$ cat src/design/fiwr_consts.svh
// Constants of the flash in-application programming controller.
// Assumes a 250 MHz system clock and a 16-bit wide flash array.
`ifndef FIWR_CONSTS_SVH
`define FIWR_CONSTS_SVH

`define FIWR_CLK_MHZ 250
`define FIWR_PROG_TIME_US 2200
`define FIWR_UNLOCK_TIME_US 1000
`define FIWR_READ_CYC 3
`define FIWR_CNT_W 20
`define FIWR_ADDR_W 13
`define FIWR_OFS_W 5
`define FIWR_PAGE_WORDS 32
`define FIWR_MODE_WRITE 3'h0
`define FIWR_MODE_ERASE 3'h1
`define FIWR_MODE_READ 3'h3
`define FIWR_MODE_UNLOCK 3'h6
`define FIWR_KEY_PATTERN 48'h4009_04C3_0D00
`define FIWR_KEY_W 48
`define FIWR_LAST_OFS 5'h1F

`endif

$ cat src/design/fiwr_pkg.sv
// Types of the flash in-application programming controller.
// Assumes the constants header sits beside it.
`include "fiwr_consts.svh"

package fiwr_pkg;

  typedef enum logic [1:0] {
    FIWR_IDLE,
    FIWR_ERASE,
    FIWR_PROG,
    FIWR_READ
  } fiwr_state_t;

  typedef struct packed {
    fiwr_state_t st;
    logic [`FIWR_CNT_W-1:0] cnt;
    logic [`FIWR_CNT_W-1:0] ucnt;
    logic [`FIWR_OFS_W:0] idx;
    logic [`FIWR_ADDR_W-1:0] addr;
    logic [7:0] dlo;
    logic [7:0] dhi;
    logic [`FIWR_OFS_W-1:0] ptr;
    logic [`FIWR_PAGE_WORDS-1:0] valid;
    logic [`FIWR_KEY_W-1:0] keys;
    logic unlocked;
    logic utimer;
    logic ptrig;
    logic rtrig;
  } fiwr_regs_t;

endpackage

$ cat src/design/fiwr_wbuf.sv
// Page write buffer storage, one write port and one registered read port.
// Assumes the owner tracks which entries are loaded.
`timescale 1ns/1ps

module fiwr_wbuf
  import fiwr_pkg::*;
#(
  parameter int WIDTH = 16,
  parameter int DEPTH = 32,
  parameter int AW = 5
)
(
  input wire logic mclk,
  input wire logic we,
  input wire logic [AW-1:0] waddr,
  input wire logic [WIDTH-1:0] wdata,
  input wire logic [AW-1:0] raddr,
  output logic [WIDTH-1:0] rdata
);

  // ****************************************
  // Storage
  // ****************************************
  // No reset on the array: emptiness is kept as valid bits by the owner.
  logic [WIDTH-1:0] mem [DEPTH];

  always_ff @(posedge mclk)
  begin
    if (we)
    begin
      mem[waddr] <= wdata;
    end
    rdata <= mem[raddr];
  end

endmodule

$ cat src/design/fiwr_ctrl.sv
// Flash erase, page write and word read sequencer with unlock protection.
// Assumes CPU register writes arrive as one-cycle strobes and the flash
// array answers a read combinationally within the read window.
`timescale 1ns/1ps
`include "fiwr_consts.svh"

module fiwr_ctrl
  import fiwr_pkg::*;
#(
  parameter int PROG_CYCLES = `FIWR_PROG_TIME_US * `FIWR_CLK_MHZ,
  parameter int UNLOCK_CYCLES = `FIWR_UNLOCK_TIME_US * `FIWR_CLK_MHZ
)
(
  input wire logic mclk,
  input wire logic nrst,
  input wire logic [2:0] op_select_field,
  input wire logic read_enable_bit,
  input wire logic [7:0] wdata,
  input wire logic addr_high_we,
  input wire logic addr_low_we,
  input wire logic data_low_we,
  input wire logic data_high_we,
  input wire logic key_we,
  input wire logic [2:0] key_idx,
  input wire logic program_trigger_set,
  input wire logic read_trigger_set,
  input wire logic unlock_timer_set,
  input wire logic buffer_clear_set,
  input wire logic unlocked_clear,
  input wire logic [15:0] fl_rdata,
  output logic program_trigger_bit,
  output logic read_trigger_bit,
  output logic unlock_timer_bit,
  output logic programming_unlocked_flag,
  output logic [7:0] flash_addr_high_reg,
  output logic [7:0] flash_addr_low_reg,
  output logic [7:0] data_low_byte_reg,
  output logic [7:0] data_high_byte_reg,
  output logic cpu_stall,
  output logic fl_erase,
  output logic fl_prog,
  output logic fl_read,
  output logic [`FIWR_ADDR_W-1:0] fl_addr,
  output logic [15:0] fl_wdata
);

  // ****************************************
  // State and buffer
  // ****************************************
  fiwr_regs_t s;
  fiwr_regs_t next_s;
  logic [15:0] buf_rdata;
  logic buf_we;
  logic idle;
  logic [`FIWR_OFS_W-1:0] word_ofs;
  logic prog_go;
  logic erase_go;
  logic read_go;

  localparam logic [`FIWR_CNT_W-1:0] PROG_LAST = `FIWR_CNT_W'(PROG_CYCLES - 1);
  localparam logic [`FIWR_CNT_W-1:0] UNLOCK_LAST = `FIWR_CNT_W'(UNLOCK_CYCLES - 1);
  localparam logic [`FIWR_CNT_W-1:0] READ_LAST = `FIWR_CNT_W'(`FIWR_READ_CYC - 1);
  localparam logic [`FIWR_OFS_W:0] IDX_END = (`FIWR_OFS_W+1)'(`FIWR_PAGE_WORDS + 1);

  assign idle = (s.st == FIWR_IDLE);
  assign buf_we = data_high_we && idle;
  assign word_ofs = `FIWR_OFS_W'(s.idx - 1'b1);

  fiwr_wbuf #(
    .WIDTH(16),
    .DEPTH(`FIWR_PAGE_WORDS),
    .AW(`FIWR_OFS_W)
  ) u_wbuf (
    .mclk(mclk),
    .we(buf_we),
    .waddr(s.ptr),
    .wdata({wdata, s.dlo}),
    .raddr(s.idx[`FIWR_OFS_W-1:0]),
    .rdata(buf_rdata)
  );

  // ****************************************
  // Trigger qualification
  // ****************************************
  // erase and write gated by unlock
  assign prog_go = idle && program_trigger_set && s.unlocked
    && (op_select_field == `FIWR_MODE_WRITE);
  assign erase_go = idle && program_trigger_set && s.unlocked
    && (op_select_field == `FIWR_MODE_ERASE);
  assign read_go = idle && read_trigger_set && read_enable_bit
    && (op_select_field == `FIWR_MODE_READ);

  // ****************************************
  // Next state
  // ****************************************
  always_comb
  begin
    next_s = s;
    if (idle)
    begin
      if (addr_high_we)
      begin
        next_s.addr[`FIWR_ADDR_W-1:8] = wdata[`FIWR_ADDR_W-9:0];
      end
      if (addr_low_we)
      begin
        next_s.addr[7:0] = wdata;
        next_s.ptr = wdata[`FIWR_OFS_W-1:0];
      end
      if (data_low_we)
      begin
        next_s.dlo = wdata;
      end
      if (data_high_we)
      begin
        next_s.dhi = wdata;
        next_s.valid[s.ptr] = 1'b1;
        if (s.ptr != `FIWR_LAST_OFS)
        begin
          next_s.ptr = s.ptr + 1'b1;
        end
      end
      if (buffer_clear_set)
      begin
        next_s.valid = '0;
        next_s.ptr = s.addr[`FIWR_OFS_W-1:0];
      end
      if (key_we && s.utimer)
      begin
        unique case (key_idx)
          3'h0: next_s.keys[7:0] = wdata;
          3'h1: next_s.keys[15:8] = wdata;
          3'h2: next_s.keys[23:16] = wdata;
          3'h3: next_s.keys[31:24] = wdata;
          3'h4: next_s.keys[39:32] = wdata;
          3'h5: next_s.keys[47:40] = wdata;
          default: next_s.keys = s.keys;
        endcase
      end
    end

    if (s.utimer)
    begin
      if (s.ucnt == '0)
      begin
        next_s.utimer = 1'b0;
      end
      else
      begin
        next_s.ucnt = s.ucnt - 1'b1;
      end
    end
    else if (idle && unlock_timer_set && op_select_field == `FIWR_MODE_UNLOCK)
    begin
      next_s.utimer = 1'b1;
      next_s.ucnt = UNLOCK_LAST;
      next_s.keys = '0;
    end

    if (unlocked_clear)
    begin
      next_s.unlocked = 1'b0;
    end
    // correct key sets flag, set beats clear
    if (s.utimer && s.keys == `FIWR_KEY_PATTERN)
    begin
      next_s.unlocked = 1'b1;
    end

    unique case (s.st)
      FIWR_IDLE:
      begin
        if (prog_go)
        begin
          next_s.st = FIWR_PROG;
          next_s.cnt = PROG_LAST;
          next_s.idx = '0;
          next_s.ptrig = 1'b1;
        end
        else if (erase_go)
        begin
          next_s.st = FIWR_ERASE;
          next_s.cnt = PROG_LAST;
          next_s.idx = '0;
          next_s.ptrig = 1'b1;
        end
        else if (read_go)
        begin
          next_s.st = FIWR_READ;
          next_s.cnt = READ_LAST;
          next_s.rtrig = 1'b1;
        end
      end
      FIWR_ERASE, FIWR_PROG:
      begin
        if (s.idx != IDX_END)
        begin
          next_s.idx = s.idx + 1'b1;
        end
        // trigger self clears after program time
        if (s.cnt == '0)
        begin
          next_s.st = FIWR_IDLE;
          next_s.ptrig = 1'b0;
        end
        else
        begin
          next_s.cnt = s.cnt - 1'b1;
        end
      end
      FIWR_READ:
      begin
        if (s.cnt == '0)
        begin
          next_s.st = FIWR_IDLE;
          next_s.rtrig = 1'b0;
          next_s.dlo = fl_rdata[7:0];
          next_s.dhi = fl_rdata[15:8];
        end
        else
        begin
          next_s.cnt = s.cnt - 1'b1;
        end
      end
    endcase
  end

  always_ff @(posedge mclk or negedge nrst)
  begin
    if (!nrst)
    begin
      s <= '{st: FIWR_IDLE, default: '0};
    end
    else
    begin
      s <= next_s;
    end
  end

  // ****************************************
  // Outputs
  // ****************************************
  assign program_trigger_bit = s.ptrig;
  assign read_trigger_bit = s.rtrig;
  assign unlock_timer_bit = s.utimer;
  assign programming_unlocked_flag = s.unlocked;
  assign flash_addr_high_reg = 8'(s.addr[`FIWR_ADDR_W-1:8]);
  assign flash_addr_low_reg = s.addr[7:0];
  assign data_low_byte_reg = s.dlo;
  assign data_high_byte_reg = s.dhi;
  assign cpu_stall = !idle;
  assign fl_erase = (s.st == FIWR_ERASE) && (s.idx == '0);
  // rewrite needs no erase
  // Empty entries are written as zero, which matches the erased state.
  assign fl_prog = (s.st == FIWR_PROG) && (s.idx != '0) && (s.idx != IDX_END);
  assign fl_read = (s.st == FIWR_READ);
  assign fl_wdata = s.valid[word_ofs] ? buf_rdata : 16'h0000;

  always_comb
  begin
    fl_addr = s.addr;
    if (s.st == FIWR_ERASE)
    begin
      fl_addr = {s.addr[`FIWR_ADDR_W-1:`FIWR_OFS_W], `FIWR_OFS_W'(0)};
    end
    else if (s.st == FIWR_PROG)
    begin
      fl_addr = {s.addr[`FIWR_ADDR_W-1:`FIWR_OFS_W], word_ofs};
    end
  end

  // ****************************************
  // Checks
  // ****************************************
  logic [`FIWR_CNT_W-1:0] hi_cnt;

  always_ff @(posedge mclk or negedge nrst)
  begin
    if (!nrst)
    begin
      hi_cnt <= '0;
    end
    else if (program_trigger_bit)
    begin
      hi_cnt <= hi_cnt + 1'b1;
    end
    else
    begin
      hi_cnt <= '0;
    end
  end
endmodule

$ cat config.mk
export PLATFORM = sky130hd
export DESIGN_NAME = fiwr_ctrl
export DESIGN_NICKNAME = d
export VERILOG_FILES = /design/src/design/fiwr_pkg.sv /design/src/design/fiwr_wbuf.sv /design/src/design/fiwr_ctrl.sv
export VERILOG_INCLUDE_DIRS = /design/src /design/src/design
export SDC_FILE = /design/constraint.sdc
export NUM_CORES = 1
export LEC_CHECK = 0
export BUFFER_PORTS_ARGS = -buffer_cell sky130_fd_sc_hd__buf_2
export CORE_ASPECT_RATIO = 1.75
export CORE_MARGIN = 2
export CORE_UTILIZATION = 50
export CTS_BUF_LIST = sky130_fd_sc_hd__clkbuf_8
export DETAILED_ROUTE_END_ITERATION = 8
export PLACE_DENSITY_LB_ADDON = 0.2
export SLEW_MARGIN = 15
export SYNTH_ARGS = -nofsm -noshare
export SYNTH_HDL_FRONTEND = slang
export SYNTH_SLANG_ARGS = --single-unit
$ cat constraint.sdc
create_clock -name mclk -period 9.1 [get_ports mclk]
set_input_delay 0.455 -clock mclk [delete_from_list [all_inputs] [get_ports mclk]]
set_output_delay 0.455 -clock mclk [all_outputs]
set_load 0.1 [all_outputs]
==> flow_summary.ini <==
[yosys]
yosys_warnings = 0
synthFlopType = edfxtp_1
synth_area_leaders = edfxtp_1, dfrtp_1, mux4_2
syn-cell-area_um2 = 28700
synth_top_area_cell = edfxtp_1
synth_cell_types = 66
avgSynthCellArea_um2 = 17.1
yosysSeqAreaShare = 0.692
synth_edf_count = 512
ys_ff_latch = 694
synthCells = 1679
synth_async_sr_flop_share = 0.239
synth_top_area_frac = 0.536

[setup_path]
crit_fanout = 68
r2r_cells = 6
cp-start-kind = flop
end_kind = output port
regToRegSetupSlack_ns = 5.25
arrival_ns = 4.69
crit_required_ns = 8.65
max_stage_delay_ns = 1.15
cp-startpoint = s[119]
worstReg2RegStart = s[118]
cp_slowest_cell = dfrtp_4
path_cells = inv_1 > ha_1 > mux4_2 > mux2_2 > a31oi_2 > a21boi_0 > buf_2
r2r_end = u_wbuf.rdata[2]
crit_type = flop to output port
crit_path_end = fl_wdata[12]

[power_and_ir_drop]
power_mw = 10.1
cellPowerDensity_nw_per_um2 = 316
leakagePower_nw = 11.4
ir_worst_vdd_v = 0.000540

[layout]
largest_reg_flops = 512
multi_input_area_um2 = 8090
drive_above_1_share = 0.266
max_flop_register = u_wbuf.mem
seq_area_um2 = 19900
layout_commonest_cell = edfxtp_1
reg_top3 = u_wbuf.mem x512, s x133, u_wbuf.rdata x16
fillers = 4540
final_cell_mix = edfxtp_1, dfrtp_1, mux4_2, nor2_1, mux2i_1
area_delta_synth_final_pct = 11.3
nNetsFinal = 1885

[worst_hold_path]
hold_path_class = input pin to flop

[timing]
fin_tns_setup_ns = 0
fmax_ghz = 0.194
rsz0062_at_grt = no
period_needed_ns = 5.15
fin_crit_sh = 0.566
tightest_slew_ns = 1.24
relSlewSlack = 0.170
hold_viol = 0
setup_violations = 0
fin_skew_ns = 0.0299
report.final.slew_viol_count = 0

[cts]
cts_setup_buffers = 0
cts_resized = 0
clk_latency_ns = 0.69
hold_buffers = 12
ctsLongestPathBuffers = 3
htreeDepth = 3
cts_tree = built
clk_transition_reported_paths_ns = 0.07
numCtsBuffers = 98
root_buffer = clkbuf_8
cts_sinks = 694

[placed_design]
dp_hpwl_um = 41000
gp_congestion = 0.829
io_buffers = 108

[die]
start_util = 0.504
dieHeight_um = 321
fp.dieW_um = 185
die_area_um2 = 59400
rows = 116
core_area_um2 = 56900
ios = 112

[run_status]
status = finished, final reports clean

[route]
dr.pass1.iters = 5
drt-vias-per-instance = 5.90
drt_iter0_drc = 1259
drt-total-wl_um = 68200
wl_per_cell_um = 25.5
dr_total_vias = 15775
route.detailed.drc = 0
drtAntennaViolNets = 0

[grt]
grt_overflow = 0
grtUsageTotal = 0.238
antenna_found_initial = 1
grt_pass1_wl_um = 103000
grt_pass1_vias = 16657
grt_max_degree = 95

[flow_run]
drv_cap = 0
metrics by stage:
stage	worst slack [ns]	hold WS (ns)	instances	instance area (um^2)	util
after floorplan	3.74	0.159	1681	28700	-
after global routing	3.75	0.0381	2674	31900	0.561
after detailed placement	4.20	0.478	2480	29900	0.526
final	3.95	0.0543	2674	31900	0.561
after CTS	3.43	0.00471	2673	31900	0.560
after global placement	4.48	0.464	2480	29900	0.526
cells by family (layout without fill, tap and decap cells):
family / count (synthesis) / in the layout / share of synthesized area
buffers and inverters: 148 / 373 / 0.0285
flip-flops: 694 / 694 / 0.692
XOR/XNOR: 8 / 8 / 0.00244
multiplexers: 290 / 290 / 0.166
AO/OA/AOI/OAI: 204 / 204 / 0.0482
adder cells (fa/ha/maj): 17 / 17 / 0.00742
other: 1 / 4 / 0.000131
AND/OR/NAND/NOR: 317 / 317 / 0.0548
Yosys cell counts (32+ instances only):
library cell / number
buf_4: 51
nor2_1: 132
mux2_2: 32
a21oi_1: 40
o21ai_0: 41
dfrtp_1: 166
nand3_1: 33
nand2_1: 49
edfxtp_1: 512
mux2i_1: 112
mux4_2: 146
clkbuf_1: 51
o21a_1: 32
worst max-delay path, delay by kind of cell (launching register included):
family	cells	cell delay [ns]
mux	2	0.67
compound gates	2	0.92
buf+inv	2	0.61
flops	1	1.15
fa+ha+maj	1	0.62
layout make-up:
type                    count  share of cell area
clock buffers             111              0.0479
repair buffers            172              0.0331
multi-input cells         839               0.253
clock inverters            70              0.0105
inverters                  20             0.00235
flip-flops and latches    694               0.623
diodes                      1           0.0000784
well taps                 767              0.0301
power breakdown:
group	internal (mW)	switching [mW]
Sequential	3.93	0.461
Combinational	1.07	2.32
Clock	1.15	1.16
how the worst min path moves through the flow:
| stage | startpoint | slack [ns] | cells past startpoint | end |
|---|---|---|---|---|
| global placement | s[142] | 0.46 | 1 | s[142] |
| detailed placement | s[77] | 0.48 | 1 | s[77] |
| global route | fl_rdata[10] | 0.04 | 3 | data_high_byte_reg[2] |
| CTS | fl_rdata[10] | 0.005 | 3 | data_high_byte_reg[2] |
| floorplan | nrst | 0.16 | 0 | data_high_byte_reg[0] |
| finish | fl_rdata[0] | 0.05 | 3 | data_low_byte_reg[0] |
layer usage:
metal | wire (um) | vias to the layer above | GRT usage | part of all wire
met2 | 37100 | 506 | 0.429 | 0.54
met5 | 0 | - | 0 | 0
li1 | - | 6871 | - | -
met1 | 26200 | 8273 | 0.295 | 0.38
met4 | 1860 | 0 | 0.0778 | 0.027
met3 | 2980 | 125 | 0.0314 | 0.044
No activity file was read; power rests on OpenSTA's default activity.
